**config.mk**
```make
export PLATFORM = sky130hd
export DESIGN_NAME = exposure_status_and_temp_readout
export DESIGN_NICKNAME = d
export VERILOG_FILES = /design/src/exposure_status_pkg.sv /design/src/thermal_probe_ctl.sv /design/src/monitor_route.sv /design/src/exposure_status_and_temp_readout.sv
export VERILOG_INCLUDE_DIRS = /design/src
export SDC_FILE = /design/constraint.sdc
export NUM_CORES = 1
export LEC_CHECK = 0
export ABC_AREA = 1
export ABC_CLOCK_PERIOD_IN_PS = 9100
export CAP_MARGIN = 0
export CELL_PAD_IN_SITES_DETAIL_PLACEMENT = 1
export CELL_PAD_IN_SITES_GLOBAL_PLACEMENT = 2
export CORE_AREA = 2 2 154 156
export DETAILED_ROUTE_END_ITERATION = 7
export DIE_AREA = 0 0 156 158
export DONT_BUFFER_PORTS = 1
export HOLD_SLACK_MARGIN = 0.06
export PLACE_DENSITY = 0.84
export SLEW_MARGIN = 20
export SYNTH_ARGS = -nofsm -noshare
export SYNTH_HDL_FRONTEND = slang
export SYNTH_HIERARCHICAL = 1
export SYNTH_SLANG_ARGS = --single-unit
```
**constraint.sdc**
```tcl
create_clock -name clk -period 9.1 [get_ports clk]
set_input_delay 0.455 -clock clk [delete_from_list [all_inputs] [get_ports clk]]
set_output_delay 0.455 -clock clk [all_outputs]
set_load 0.01 [all_outputs]
```
**src/exposure_status_consts.svh**
```systemverilog
// Purpose: Offsets, field positions and reset values of the exposure status block
// Assumes: Nine-bit register index of the serial register access path
// Notes: Definitions only, no logic
`ifndef EXPOSURE_STATUS_CONSTS_SVH
`define EXPOSURE_STATUS_CONSTS_SVH

// Controller-side status words
`define OFS_STATS_PIXEL_COUNT 9'h0b8
`define OFS_FRAME_MEAN_LEVEL 9'h0ba
`define OFS_COMPUTED_INTEGRATION 9'h0bb
`define OFS_COMPUTED_GAINS 9'h0bc

// Sequencer-side status words
`define OFS_APPLIED_STEP_GRANULARITY 9'h0d0
`define OFS_APPLIED_ARRAY_CLEAR_SPAN 9'h0d1
`define OFS_APPLIED_INTEGRATION 9'h0d2
`define OFS_APPLIED_SECOND_KNEE_TIME 9'h0d3
`define OFS_APPLIED_THIRD_KNEE_TIME 9'h0d4
`define OFS_APPLIED_ANALOG_GAINS 9'h0d5
`define OFS_APPLIED_FINE_GAIN_AND_KNEES 9'h0d6

// Monitor selector word and its field
`define OFS_MONITOR_CONFIG 9'h0c0
`define MONITOR_SEL_LSB 11
`define MONITOR_SEL_MSB 13
`define MONITOR_SEL_RESET 3'h0

// Temperature words
`define OFS_JUNCTION_TEMP_COUNT 9'h0e8
`define OFS_THERMAL_PROBE_ON 9'h0e9
`define THERMAL_PROBE_ON_RESET 1'h0
`define TEMP_COUNT_RESET 8'h00

// Field positions in the packed gain words
`define CGAIN_AFE_LSB 2
`define CGAIN_DIG_LSB 4
`define AGAIN_AFE_LSB 5
`define FGAIN_DUAL_BIT 12
`define FGAIN_TRIPLE_BIT 13

// Status words come out of reset as zero
`define STATUS_RESET 16'h0000

`endif

```
**src/exposure_status_pkg.sv**
```systemverilog
// Purpose: Types shared by the exposure status block
// Assumes: Nothing beyond SystemVerilog
// Notes: Constants live in the header, only types here
package exposure_status_pkg;

  // Monitor output assignment codes
  typedef enum logic [2:0] {
    mon_off = 3'b000,
    mon_integ_rot = 3'b001,
    mon_integ_knee = 3'b010,
    mon_xro_black = 3'b011,
    mon_frame_rot = 3'b100,
    mon_first_rot = 3'b101,
    mon_rot_xro = 3'b110,
    mon_black_image = 3'b111
  } monitor_sel_t;

endpackage : exposure_status_pkg

```
**src/thermal_probe_ctl.sv**
```systemverilog
// Purpose: Run and reset control of the junction temperature sensor
// Assumes: Converter code is valid only while its valid strobe is high
// Notes: Count is forced to zero whenever the probe is off
`timescale 1ns/1ps
`include "exposure_status_consts.svh"

module thermal_probe_ctl (
  input wire logic clk,
  input wire logic reset,
  input wire logic probe_on, // Software enable, high runs the sensor
  input wire logic [7:0] temp_code, // Raw count from the converter
  input wire logic temp_code_valid, // One-cycle strobe with a new count
  output logic temp_sensor_enable, // Run control to the sensor
  output logic temp_sensor_reset_n, // Low holds the sensor in reset
  output logic [7:0] junction_temp_count // Latest count, zero when off
);

  // Run and reset follow the enable; both drop together
  always_ff @(posedge clk or posedge reset) begin
    if (reset) begin
      temp_sensor_enable <= 1'b0;
      temp_sensor_reset_n <= 1'b0;
    end else begin
      temp_sensor_enable <= probe_on;
      temp_sensor_reset_n <= probe_on;
    end
  end

  // Count tracks the converter; a stale reading would mislead after a restart
  always_ff @(posedge clk or posedge reset) begin
    if (reset) begin
      junction_temp_count <= `TEMP_COUNT_RESET;
    end else if (!probe_on) begin
      junction_temp_count <= `TEMP_COUNT_RESET;
    end else if (temp_code_valid && temp_sensor_enable) begin
      junction_temp_count <= temp_code;
    end
  end
endmodule : thermal_probe_ctl

```
**src/monitor_route.sv**
```systemverilog
// Purpose: Routes internal sequencer states to the two monitor pins
// Assumes: State inputs are synchronous single-bit levels or pulses
// Notes: Outputs are registered, so they trail the states by one cycle
`timescale 1ns/1ps

module monitor_route (
  input wire logic clk,
  input wire logic reset,
  input wire exposure_status_pkg::monitor_sel_t sel, // Assignment code
  input wire logic integration_time, // High while integrating
  input wire logic row_overhead_time, // High during row overhead time
  input wire logic row_overhead_start, // Start of row overhead time
  input wire logic knee_sequence, // High during dual/triple slope sequence
  input wire logic xro_start, // Start of x-readout
  input wire logic black_line, // High during black lines
  input wire logic frame_start, // Frame start indication
  input wire logic first_line, // High during the first line
  input wire logic xro_black_start, // Start of x-readout for black lines
  input wire logic xro_image_start, // Start of x-readout for image lines
  output logic monitor0, // First monitor pin
  output logic monitor1 // Second monitor pin
);

  // One selector per pin; all eight codes are legal so no default
  always_ff @(posedge clk or posedge reset) begin
    if (reset) begin
      monitor0 <= 1'b0;
      monitor1 <= 1'b0;
    end else begin
      unique case (sel)
        exposure_status_pkg::mon_off: begin
          monitor0 <= 1'b0;
          monitor1 <= 1'b0;
        end
        exposure_status_pkg::mon_integ_rot: begin
          monitor0 <= integration_time;
          monitor1 <= row_overhead_time;
        end
        exposure_status_pkg::mon_integ_knee: begin
          monitor0 <= integration_time;
          monitor1 <= knee_sequence;
        end
        exposure_status_pkg::mon_xro_black: begin
          monitor0 <= xro_start;
          monitor1 <= black_line;
        end
        exposure_status_pkg::mon_frame_rot: begin
          monitor0 <= frame_start;
          monitor1 <= row_overhead_start;
        end
        exposure_status_pkg::mon_first_rot: begin
          monitor0 <= first_line;
          monitor1 <= row_overhead_start;
        end
        exposure_status_pkg::mon_rot_xro: begin
          monitor0 <= row_overhead_time;
          monitor1 <= xro_start;
        end
        exposure_status_pkg::mon_black_image: begin
          monitor0 <= xro_black_start;
          monitor1 <= xro_image_start;
        end
      endcase
    end
  end
endmodule : monitor_route

```
**src/exposure_status_and_temp_readout.sv**
```systemverilog
// Purpose: Exposure status words, temperature readout and monitor routing
// Assumes: Register access path gives a nine-bit index and one-cycle strobes
// Notes: Read data appears one cycle after the read strobe, with a valid pulse
`timescale 1ns/1ps
`include "exposure_status_consts.svh"

// Overview of operation
// - Controller words refresh on each sequencer request
// - Sequencer words refresh only when applied
// - Report 16-bit statistics pixel count
// - Report 10-bit frame mean level
// - Report computed integration and three gains
// - Report applied integration step granularity
// - Report applied array reset length
// - Report applied integration and both knee times
// - Report applied analog and fine gains
// - Report dual and triple slope flags
// - Provide 8-bit junction temperature count
// - Temperature count readable over register path
// - Enable runs sensor; low disables and resets
// - Two monitor pins, three-bit assignment code
// - Code 4 gives frame start, ROW_OVERHEAD_TIME start
module exposure_status_and_temp_readout (
  input wire logic clk,
  input wire logic reset,
  // Register access path
  input wire logic [8:0] reg_addr, // Register index
  input wire logic reg_wr, // One-cycle write strobe
  input wire logic reg_rd, // One-cycle read strobe
  input wire logic [15:0] reg_wdata, // Write data
  output logic [15:0] reg_rdata, // Read data, held until next read
  output logic reg_rvalid, // One-cycle pulse with read data
  // Values computed by the exposure controller
  input wire logic aec_request, // Pulse: values handed to sequencer
  input wire logic [15:0] aec_pixel_count,
  input wire logic [9:0] aec_mean_level,
  input wire logic [15:0] aec_integration,
  input wire logic [1:0] aec_mux_gain,
  input wire logic [1:0] aec_afe_gain,
  input wire logic [11:0] aec_digital_gain,
  // Values taking effect on readout
  input wire logic seq_apply, // Pulse: values now in effect
  input wire logic [15:0] seq_step_granularity,
  input wire logic [15:0] seq_clear_span,
  input wire logic [15:0] seq_integration,
  input wire logic [15:0] seq_second_knee_time,
  input wire logic [15:0] seq_third_knee_time,
  input wire logic [4:0] seq_mux_gain,
  input wire logic [7:0] seq_afe_gain,
  input wire logic [11:0] seq_fine_gain,
  input wire logic seq_dual_slope,
  input wire logic seq_triple_slope,
  // Temperature converter
  input wire logic [7:0] temp_code,
  input wire logic temp_code_valid,
  output logic temp_sensor_enable,
  output logic temp_sensor_reset_n,
  // Sequencer states for the monitor pins
  input wire logic integration_time,
  input wire logic row_overhead_time,
  input wire logic row_overhead_start,
  input wire logic knee_sequence,
  input wire logic xro_start,
  input wire logic black_line,
  input wire logic frame_start,
  input wire logic first_line,
  input wire logic xro_black_start,
  input wire logic xro_image_start,
  output logic monitor0,
  output logic monitor1
);

  // Controller-side status words
  logic [15:0] stats_pixel_count; // Pixels taken into statistics
  logic [9:0] frame_mean_level; // Mean illumination of the frame
  logic [15:0] computed_integration; // Requested integration
  logic [1:0] computed_mux_gain; // Requested first-stage gain
  logic [1:0] computed_afe_gain; // Requested second-stage gain
  logic [11:0] computed_digital_gain; // Requested digital gain, 5.7

  // Sequencer-side status words
  logic [15:0] applied_step_granularity; // Global shutter only
  logic [15:0] applied_array_clear_span; // Global shutter only
  logic [15:0] applied_integration;
  logic [15:0] applied_second_knee_time;
  logic [15:0] applied_third_knee_time;
  logic [4:0] applied_mux_gain;
  logic [7:0] applied_afe_gain;
  logic [11:0] applied_fine_gain; // 5.7 unsigned
  logic applied_dual_slope;
  logic applied_triple_slope;

  // Writable configuration and the read-only temperature count
  exposure_status_pkg::monitor_sel_t monitor_sel; // Monitor assignment code
  logic thermal_probe_on; // Temperature sensor enable
  logic [7:0] junction_temp_count; // From the probe control

  // Decodes a write strobe to one index
  function automatic logic write_hit(input logic wr, input logic [8:0] addr,
                                     input logic [8:0] target);
    write_hit = wr && (addr == target);
  endfunction : write_hit

  // Controller words latch together on the request, so a read never mixes frames
  always_ff @(posedge clk or posedge reset) begin
    if (reset) begin
      stats_pixel_count <= `STATUS_RESET;
      frame_mean_level <= 10'h000;
      computed_integration <= `STATUS_RESET;
      computed_mux_gain <= 2'h0;
      computed_afe_gain <= 2'h0;
      computed_digital_gain <= 12'h000;
    end else if (aec_request) begin
      stats_pixel_count <= aec_pixel_count;
      frame_mean_level <= aec_mean_level;
      computed_integration <= aec_integration;
      computed_mux_gain <= aec_mux_gain;
      computed_afe_gain <= aec_afe_gain;
      computed_digital_gain <= aec_digital_gain;
    end
  end

  // Sequencer words latch only when values take effect, hence they trail
  always_ff @(posedge clk or posedge reset) begin
    if (reset) begin
      applied_step_granularity <= `STATUS_RESET;
      applied_array_clear_span <= `STATUS_RESET;
      applied_integration <= `STATUS_RESET;
      applied_second_knee_time <= `STATUS_RESET;
      applied_third_knee_time <= `STATUS_RESET;
      applied_mux_gain <= 5'h00;
      applied_afe_gain <= 8'h00;
      applied_fine_gain <= 12'h000;
      applied_dual_slope <= 1'b0;
      applied_triple_slope <= 1'b0;
    end else if (seq_apply) begin
      applied_step_granularity <= seq_step_granularity;
      applied_array_clear_span <= seq_clear_span;
      applied_integration <= seq_integration;
      applied_second_knee_time <= seq_second_knee_time;
      applied_third_knee_time <= seq_third_knee_time;
      applied_mux_gain <= seq_mux_gain;
      applied_afe_gain <= seq_afe_gain;
      applied_fine_gain <= seq_fine_gain;
      applied_dual_slope <= seq_dual_slope;
      applied_triple_slope <= seq_triple_slope;
    end
  end

  // Only the two configuration words accept writes; status words ignore them
  always_ff @(posedge clk or posedge reset) begin
    if (reset) begin
      monitor_sel <= exposure_status_pkg::monitor_sel_t'(`MONITOR_SEL_RESET);
    end else if (write_hit(reg_wr, reg_addr, `OFS_MONITOR_CONFIG)) begin
      monitor_sel <= exposure_status_pkg::monitor_sel_t'(
        reg_wdata[`MONITOR_SEL_MSB:`MONITOR_SEL_LSB]);
    end
  end

  // Probe enable, off after reset to save power until software wants it
  always_ff @(posedge clk or posedge reset) begin
    if (reset) begin
      thermal_probe_on <= `THERMAL_PROBE_ON_RESET;
    end else if (write_hit(reg_wr, reg_addr, `OFS_THERMAL_PROBE_ON)) begin
      thermal_probe_on <= reg_wdata[0];
    end
  end

  // Read answer one cycle after the strobe; unmapped indices read zero
  always_ff @(posedge clk or posedge reset) begin
    if (reset) begin
      reg_rdata <= `STATUS_RESET;
    end else if (reg_rd) begin
      case (reg_addr)
        `OFS_STATS_PIXEL_COUNT: reg_rdata <= stats_pixel_count;
        `OFS_FRAME_MEAN_LEVEL: reg_rdata <= {6'h00, frame_mean_level};
        `OFS_COMPUTED_INTEGRATION: reg_rdata <= computed_integration;
        `OFS_COMPUTED_GAINS: begin
          reg_rdata <= {computed_digital_gain, computed_afe_gain,
                        computed_mux_gain};
        end
        `OFS_APPLIED_STEP_GRANULARITY: reg_rdata <= applied_step_granularity;
        `OFS_APPLIED_ARRAY_CLEAR_SPAN: reg_rdata <= applied_array_clear_span;
        `OFS_APPLIED_INTEGRATION: reg_rdata <= applied_integration;
        `OFS_APPLIED_SECOND_KNEE_TIME: reg_rdata <= applied_second_knee_time;
        `OFS_APPLIED_THIRD_KNEE_TIME: reg_rdata <= applied_third_knee_time;
        `OFS_APPLIED_ANALOG_GAINS: begin
          reg_rdata <= {3'h0, applied_afe_gain, applied_mux_gain};
        end
        `OFS_APPLIED_FINE_GAIN_AND_KNEES: begin
          reg_rdata <= {2'h0, applied_triple_slope, applied_dual_slope,
                        applied_fine_gain};
        end
        `OFS_MONITOR_CONFIG: reg_rdata <= {2'h0, monitor_sel, 11'h000};
        `OFS_JUNCTION_TEMP_COUNT: reg_rdata <= {8'h00, junction_temp_count};
        `OFS_THERMAL_PROBE_ON: reg_rdata <= {15'h0000, thermal_probe_on};
        default: reg_rdata <= `STATUS_RESET;
      endcase
    end
  end

  // Valid pulse marks the cycle in which read data is fresh
  always_ff @(posedge clk or posedge reset) begin
    if (reset) begin
      reg_rvalid <= 1'b0;
    end else begin
      reg_rvalid <= reg_rd;
    end
  end

  // Temperature sensor run and reset control
  thermal_probe_ctl u_probe (
    .clk(clk),
    .reset(reset),
    .probe_on(thermal_probe_on),
    .temp_code(temp_code),
    .temp_code_valid(temp_code_valid),
    .temp_sensor_enable(temp_sensor_enable),
    .temp_sensor_reset_n(temp_sensor_reset_n),
    .junction_temp_count(junction_temp_count)
  );

  // Monitor pin routing
  monitor_route u_monitor (
    .clk(clk),
    .reset(reset),
    .sel(monitor_sel),
    .integration_time(integration_time),
    .row_overhead_time(row_overhead_time),
    .row_overhead_start(row_overhead_start),
    .knee_sequence(knee_sequence),
    .xro_start(xro_start),
    .black_line(black_line),
    .frame_start(frame_start),
    .first_line(first_line),
    .xro_black_start(xro_black_start),
    .xro_image_start(xro_image_start),
    .monitor0(monitor0),
    .monitor1(monitor1)
  );
endmodule : exposure_status_and_temp_readout

```
; After elaboration in Yosys (flattened, before gate mapping)
; Index checks and enable logic that the tools add are counted.
[op_classes]
eq_ne = 22
mux = 5
reduce_logical = 6
[ops]
columns = operator, n
row1 = $pmux 16 s14, 1
row2 = $eq 9x8->1 const B, 14
row3 = $mux 8, 2
row4 = $pmux 1 s7, 2
row5 = $eq 3x3->1 const B, 4
row6 = $eq 3x2->1 const B, 2
row7 = $reduce_or 2->1, 2
row8 = $eq 3x1->1 const B, 1
row9 = $logic_and 1x1->1, 3
row10 = $logic_not 3->1, 1
row11 = $ne 2x1->1 const B, 1
[totals]
ff_bits = 197
inputBits = 215

; Longest topological paths before layout
; Gate-level depths: netlist of the first run.
[depth]
word_depth = 3
mapped_depth = 12
ltp_nobuf = 11

; By module
; Netlist of the first run, hierarchy kept.
[modules_own_cells]
columns = mod, n_inst, cells_each, area_per_inst_um2, seq_area_each_um2
row1 = exposure_status_and_temp_readout, 1, 892, 8598.2, 4654.5
row2 = thermal_probe_ctl, 1, 56, 451.7, 225.2
row3 = monitor_route, 1, 36, 245.2, 50.0

; Least setup slack after synthesis of the first run
; OpenSTA, ideal clock, no wires.
[synth_path]
path_type = in2reg
from = in seq_apply
to = reg applied_array_clear_span[0]
setup_time_ns = 0.125
t_arrival_ns = 1.512
slack_ns = 7.464
stages = 4
path_cell_list = clkbuf_1 -> clkbuf_1 -> buf_2 -> mux2_2
[synth_lines]
columns = item, line
row1 = start: declaration, exposure_status_and_temp_readout.sv:42  ; input wire logic seq_apply,
row2 = end signal: assignment, exposure_status_and_temp_readout.sv:127  ; applied_array_clear_span <= `STATUS_RESET;
row3 = end signal: assignment, exposure_status_and_temp_readout.sv:138  ; applied_array_clear_span <= seq_clear_span;
row4 = end: declaration, exposure_status_and_temp_readout.sv:83  ; logic [15:0] applied_array_clear_span;
; No word-level cell between the ends.

==> flow_summary.toml, run 1 <==
[clock_tree]
postCtsSetupRepairBufs = 0
clock-sinks = 197
path_clk_slew_ns = 0.08
clkLatencyLatePin_ns = 0.43
cts_resized = 0
numCtsBuffers = 17
cts_buffer_depth = 2
cts_tree = "yes"
cts-root-buf = "clkbuf_16"
cts_max_level = 4

[global_route]
grt_pass1_wl_um = 42500
globalRoute.totalOverflow = 0
antenna_found_initial = 12
grt_max_degree = 134
grtUsageTotal_pct = 23.4
grt_pass1_vias = 7155

[critical_path]
r2r_cells = 8
path_buf_inv = 3
crit_slowest_cell = "dlygate4sd3_1"
reg2reg_to = "reg_rdata[0]$_DFFE_PP0P_"
arrival_ns = 2.49
criticalPathCategory = "input port to async pin"
critical_path.cell_chain = "dlygate4sd3_1 > inv_8 > buf_6"
cpLargestDelayFamily = "buffers and inverters"
start_kind = "input port"
reg2reg_slack_ns = 7.67
endpoint_kind = "async pin"
cp.required_ns = 9.57
r2r-start = "thermal_probe_on$_DFFE_PP0P_"
crit_fanout = 104
slowest_delay_ns = 0.64

[synthesis]
yosys-top-cells-area = "dfrtp_1, mux2_2, nand2_1"
ys.warnings.count = 6
synth.net_count = 1199
ys.flop_type = "dfrtp_1"
yosys-top-cells-count = "nand2_1, dfrtp_1, mux2_2"
syn_inst = 984
synth_area_sq_mm = 0.00930
ys_types = 24
seq_area_frac_synth_pct = 53.0
synth-edff-count = 0
yosysMostFrequentCell = "nand2_1"
synth_top_cell_by_area = "dfrtp_1"
netlist.area_leader.share_pct = 53.0
synthArstFlopShare_pct = 100
yosys_register_bits = 197
syn_area_per_cell_sq_um = 9.45

[worst_hold_path]
hold-path-endpoint = "applied_array_clear_span[14]$_DFFE_PP0P_"
worstHoldPathType = "input port to register"
hold_start = "seq_apply"
holdPathStages = 1

[power]
leakage_uw = 0.00478
power_density_mw_per_mm2 = 191
power_uw = 1930
peakVddDrop_uv = 95.9

[sta]
worstMarginPinSlew_ns = 1.07
rsz0062_at_grt = "false"
setup_viol_count_final = 0
fmax_mhz = 496
finClkSkew_ns = 0.0106
finalCriticalPeriod_ns = 2.02
slew-limit-headroom_pct = 28.4
hold_slack_ns = 0.125
drv_slew = 0
finalSetupTns_ns = 0
worst_slack_ns = 7.08
period_share_pct = 22.2
hold_violations = 0

[placement]
place_hpwl_um = 19800
routabilityCongestion = 0.767
dpl_cell_area_sq_mm = 0.00944
dp_slack_ns = 6.62
port_buffers = 0

[final_layout]
area_delta_synth_final_pct = 8.88
drive_gt1_share_pct = 20.0
fillCellCount = 2651
multiInputGateArea_sq_mm = 0.00380
fin_nets = 1182
seqCellArea_sq_mm = 0.00493
final_design_area_no_fill_sq_mm = 0.0101

[die]
die-area_sq_mm = 0.0246
ioPinCount = 236
die_h_um = 158
initial_core_util_pct = 40.3
core_sq_mm = 0.0231
die-width_um = 156
rows = 56

[drt]
vias_per_cell = 5.21
wl_per_cell_um = 21.7
wirelength_um = 27600
first_iter_violations = 316
firstDrtPassIters = 4
drc = 0
vias = 6651
ant_nets = 0

[flow_run]
cap_violations = 0

[status]
status = "finished, final reports clean"
-- flip-flops by register name, indices dropped and copies added, names as in the netlist, 2 cells and up --
signal / cells
reg_rdata: 16
applied_afe_gain: 8
applied_integration: 16
applied_array_clear_span: 16
applied_third_knee_time: 16
monitor_sel: 3
computed_mux_gain: 2
applied_mux_gain: 5
frame_mean_level: 10
computed_afe_gain: 2
computed_digital_gain: 12
applied_step_granularity: 16
applied_second_knee_time: 16
computed_integration: 16
stats_pixel_count: 16
u_probe/junction_temp_count: 8
applied_fine_gain: 12
-- kinds of logic (layout without fill, tap and decap cells) --
logic type	Yosys count	in the layout	share of synthesized area [%]
other	0	6	0
AO/OA/AOI/OAI	80	80	4.35
AND/OR/NAND/NOR	456	456	21.2
flip-flops	197	197	53.0
buffers and inverters	125	121	6.11
multiplexers	126	126	15.3
-- worst max-delay path by stage --
stage | startpoint | end | slack (ns) | cells past startpoint
CTS | reset | applied_step_granularity[2]$_DFFE_PP0P_ | 6.75 | 3
detailed placement | reg_addr[0] | reg_rdata[14]$_DFFE_PP0P_ | 6.62 | 9
floorplan | reset | applied_afe_gain[0]$_DFFE_PP0P_ | 3.59 | 1
finish | reset | stats_pixel_count[11]$_DFFE_PP0P_ | 7.08 | 3
global placement | reg_addr[0] | reg_rdata[14]$_DFFE_PP0P_ | 6.65 | 9
global route | reg_addr[0] | reg_rdata[15]$_DFFE_PP0P_ | 6.87 | 9
-- power breakdown --
| part | internal [uW] | switching (uW) |
|---|---|---|
| Combinational | 62.7 | 61.4 |
| Sequential | 948 | 36.3 |
| Clock | 459 | 364 |
-- layout make-up --
class                   count  share of cell area (%)
clock inverters            13                    1.88
multi-input cells         662                    37.5
clock buffers              19                    4.48
repair buffers              4                   0.383
inverters                  85                    3.30
well taps                 290                    3.59
diodes                      6                   0.148
flip-flops and latches    197                    48.7
-- cells in the final DEF (no fill, tap or decap) --
cell type / netlist / layout
o22ai_1: 3 / 3
inv_6: 0 / 1
mux2_2: 126 / 126
inv_2: 5 / 5
nor2_2: 3 / 3
inv_8: 0 / 4
nand2_1: 289 / 289
nand4_1: 15 / 15
nor3_1: 2 / 2
buf_6: 6 / 1
nand2_2: 7 / 7
dfrtp_1: 197 / 197
o21ai_0: 68 / 68
clkinv_8: 0 / 1
clkbuf_8: 0 / 2
inv_4: 3 / 3
nand3_1: 59 / 59
clkinv_4: 0 / 3
diode_2: 0 / 6
inv_1: 77 / 76
nand2_4: 2 / 2
clkinvlp_4: 0 / 2
o21ai_1: 8 / 8
clkbuf_16: 0 / 17
a21oi_1: 1 / 1
bufinv_16: 0 / 3
nor2_1: 64 / 64
dlygate4sd3_1: 0 / 2
buf_4: 5 / 1
nor2_4: 12 / 12
nand3_2: 3 / 3
-- worst reg2reg max path, delay by kind of cell, from the launching register on --
family	cells	cell delay, ns
flops	1	0.82
simple gates	7	0.50
buf+inv	1	0.04
-- through the flow --
| stage | utilization (%) | instances |
|---|---|---|
| 6_report | 43.9 | 1276 |
| 5_1_grt | 43.9 | 1274 |
| 4_1_cts | 43.8 | 1270 |
| 3_5_place_dp | 40.9 | 1236 |
| 3_3_place_gp | 40.9 | 1236 |
| 2_1_floorplan | - | 984 |
-- timing repair --
item / CTS / global route
setup endpoints to repair: 0 / 0
endpoints found under the hold margin: 59 / 0
hold buffers: 2 / 0
-- metal layers --
| metal | GRT usage [%] | wire (um) | vias to the layer above |
|---|---|---|---|
| li1 | - | - | 3157 |
| met1 | 28.9 | 11700 | 3275 |
| met2 | 40.4 | 13700 | 178 |
| met3 | 7.86 | 1940 | 29 |
| met4 | 4.15 | 275 | 12 |
| met5 | 0 | 67 | - |
(Power assumes the default switching activity.)
==> inputs of run 2 (changes only) <==
- ABC_AREA: 1 -> 0
- ABC_CLOCK_PERIOD_IN_PS: 9100 -> 1700
- CORE_AREA: 2 2 154 156 -> 2 2 160 162
- DIE_AREA: 0 0 156 158 -> 0 0 162 164
- PLACE_DENSITY: 0.84 -> 0.76
- clock period: 9.1 -> 1.7 ns (I/O delays scaled with it)
==> flow_summary.toml, run 2 <==
[status]
failed_stage = "clock tree synthesis (4_1_cts)"
tool.error = "[ERROR RSZ-0060] Max buffer count reached."
status = "stopped before the end"

[synthesis]
seq_area_frac_synth_pct = 53.1
ys.warnings.count = 6
yosys_register_bits = 197
syn_area_per_cell_sq_um = 13.0
yosys-top-cells-count = "dfrtp_1, mux2_2, mux2i_1"
synth_area_sq_mm = 0.00928
synth_top_cell_by_area = "dfrtp_1"
synth-edff-count = 0
netlist.area_leader.share_pct = 53.1
ys.flop_type = "dfrtp_1"
synth.net_count = 927
yosys-top-cells-area = "dfrtp_1, mux2_2, mux2i_1"
syn_inst = 712
synthArstFlopShare_pct = 100
yosysMostFrequentCell = "dfrtp_1"
ys_types = 72

[clock_tree]
cts-root-buf = "clkbuf_16"
holdBufCountCts = 211
numCtsBuffers = 17
clock-sinks = 197
postCtsSetupRepairBufs = 0
cts_resized = 0
cts_buffer_depth = 2
cts_max_level = 4

[die]
initial_core_util_pct = 37.4
ioPinCount = 236
die-width_um = 162
rows = 58
die_h_um = 164

[placement]
place_hpwl_um = 20200
dpl_cell_area_sq_mm = 0.00968
dp_slack_ns = -0.0241
port_buffers = 0
routabilityCongestion = 0.823
==> run 2: cells by family after synthesis <==
family,Yosys count,share of synthesized area [%]
multiplexers,215,26.6
flip-flops,197,53.1
AND/OR/NAND/NOR,122,7.83
AO/OA/AOI/OAI,116,9.18
buffers and inverters,62,3.22
==> run 2: metrics by stage <==
step / utilization [%] / setup TNS [ns] / hold slack [ns] / cells
after floorplan: - / -144.62 / -0.174 / 712
after global placement: 39.0 / -0.0866 / -0.168 / 1015
after detailed placement: 39.0 / -0.0241 / -0.164 / 1015
==> inputs of run 3 (changes only) <==
- ABC_CLOCK_PERIOD_IN_PS: 1700 -> 2200
- CELL_PAD_IN_SITES_DETAIL_PLACEMENT: 1 -> not set
- CELL_PAD_IN_SITES_GLOBAL_PLACEMENT: 2 -> not set
- CORE_AREA: 2 2 160 162 -> 2 2 169 171
- DIE_AREA: 0 0 162 164 -> 0 0 171 173
- HOLD_SLACK_MARGIN: 0.06 -> not set
- PLACE_DENSITY: 0.76 -> not set
- PLACE_DENSITY_LB_ADDON: not set -> 0.15
- clock period: 1.7 -> 2.2 ns (I/O delays scaled with it)
==> flow_summary.toml, run 3 <==
[status]
status = "stopped before the end"
failed_stage = "clock tree synthesis (4_1_cts)"
tool.error = "[ERROR RSZ-0060] Max buffer count reached."

[clock_tree]
holdBufCountCts = 216
cts_max_level = 4
clock-sinks = 197
cts_resized = 0
cts-root-buf = "clkbuf_16"
postCtsSetupRepairBufs = 0
cts_buffer_depth = 2
numCtsBuffers = 17

[die]
rows = 61
ioPinCount = 236
die_h_um = 173
initial_core_util_pct = 33.6
die-width_um = 171

[synthesis]
seq_area_frac_synth_pct = 53.1
synth_area_sq_mm = 0.00928
ys.warnings.count = 6
yosys-top-cells-area = "dfrtp_1, mux2_2, mux2i_1"
ys_types = 72
netlist.area_leader.share_pct = 53.1
synth_top_cell_by_area = "dfrtp_1"
yosys_register_bits = 197
synth-edff-count = 0
syn_inst = 712
ys.flop_type = "dfrtp_1"
synthArstFlopShare_pct = 100
synth.net_count = 927
yosysMostFrequentCell = "dfrtp_1"
yosys-top-cells-count = "dfrtp_1, mux2_2, mux2i_1"
syn_area_per_cell_sq_um = 13.0

[placement]
port_buffers = 0
place_hpwl_um = 19500
routabilityCongestion = 0.796
dp_slack_ns = 0.388
[run 3: cell counts after synthesis]
Identical to the previous run, type by type.
[run 3: kinds of logic after synthesis]
kind of cell           count (synthesis)  synth area share, %
buffers and inverters                 62                 3.22
flip-flops                           197                 53.1
AND/OR/NAND/NOR                      122                 7.83
multiplexers                         215                 26.6
AO/OA/AOI/OAI                        116                 9.18
[run 3: stage by stage]
stage	utilization, %	cells	TNS, ns	instance area [sq um]
after floorplan	-	712	-56.27	9280
after global placement	34.7	1046	0	9600
after detailed placement	34.7	1046	0	9600
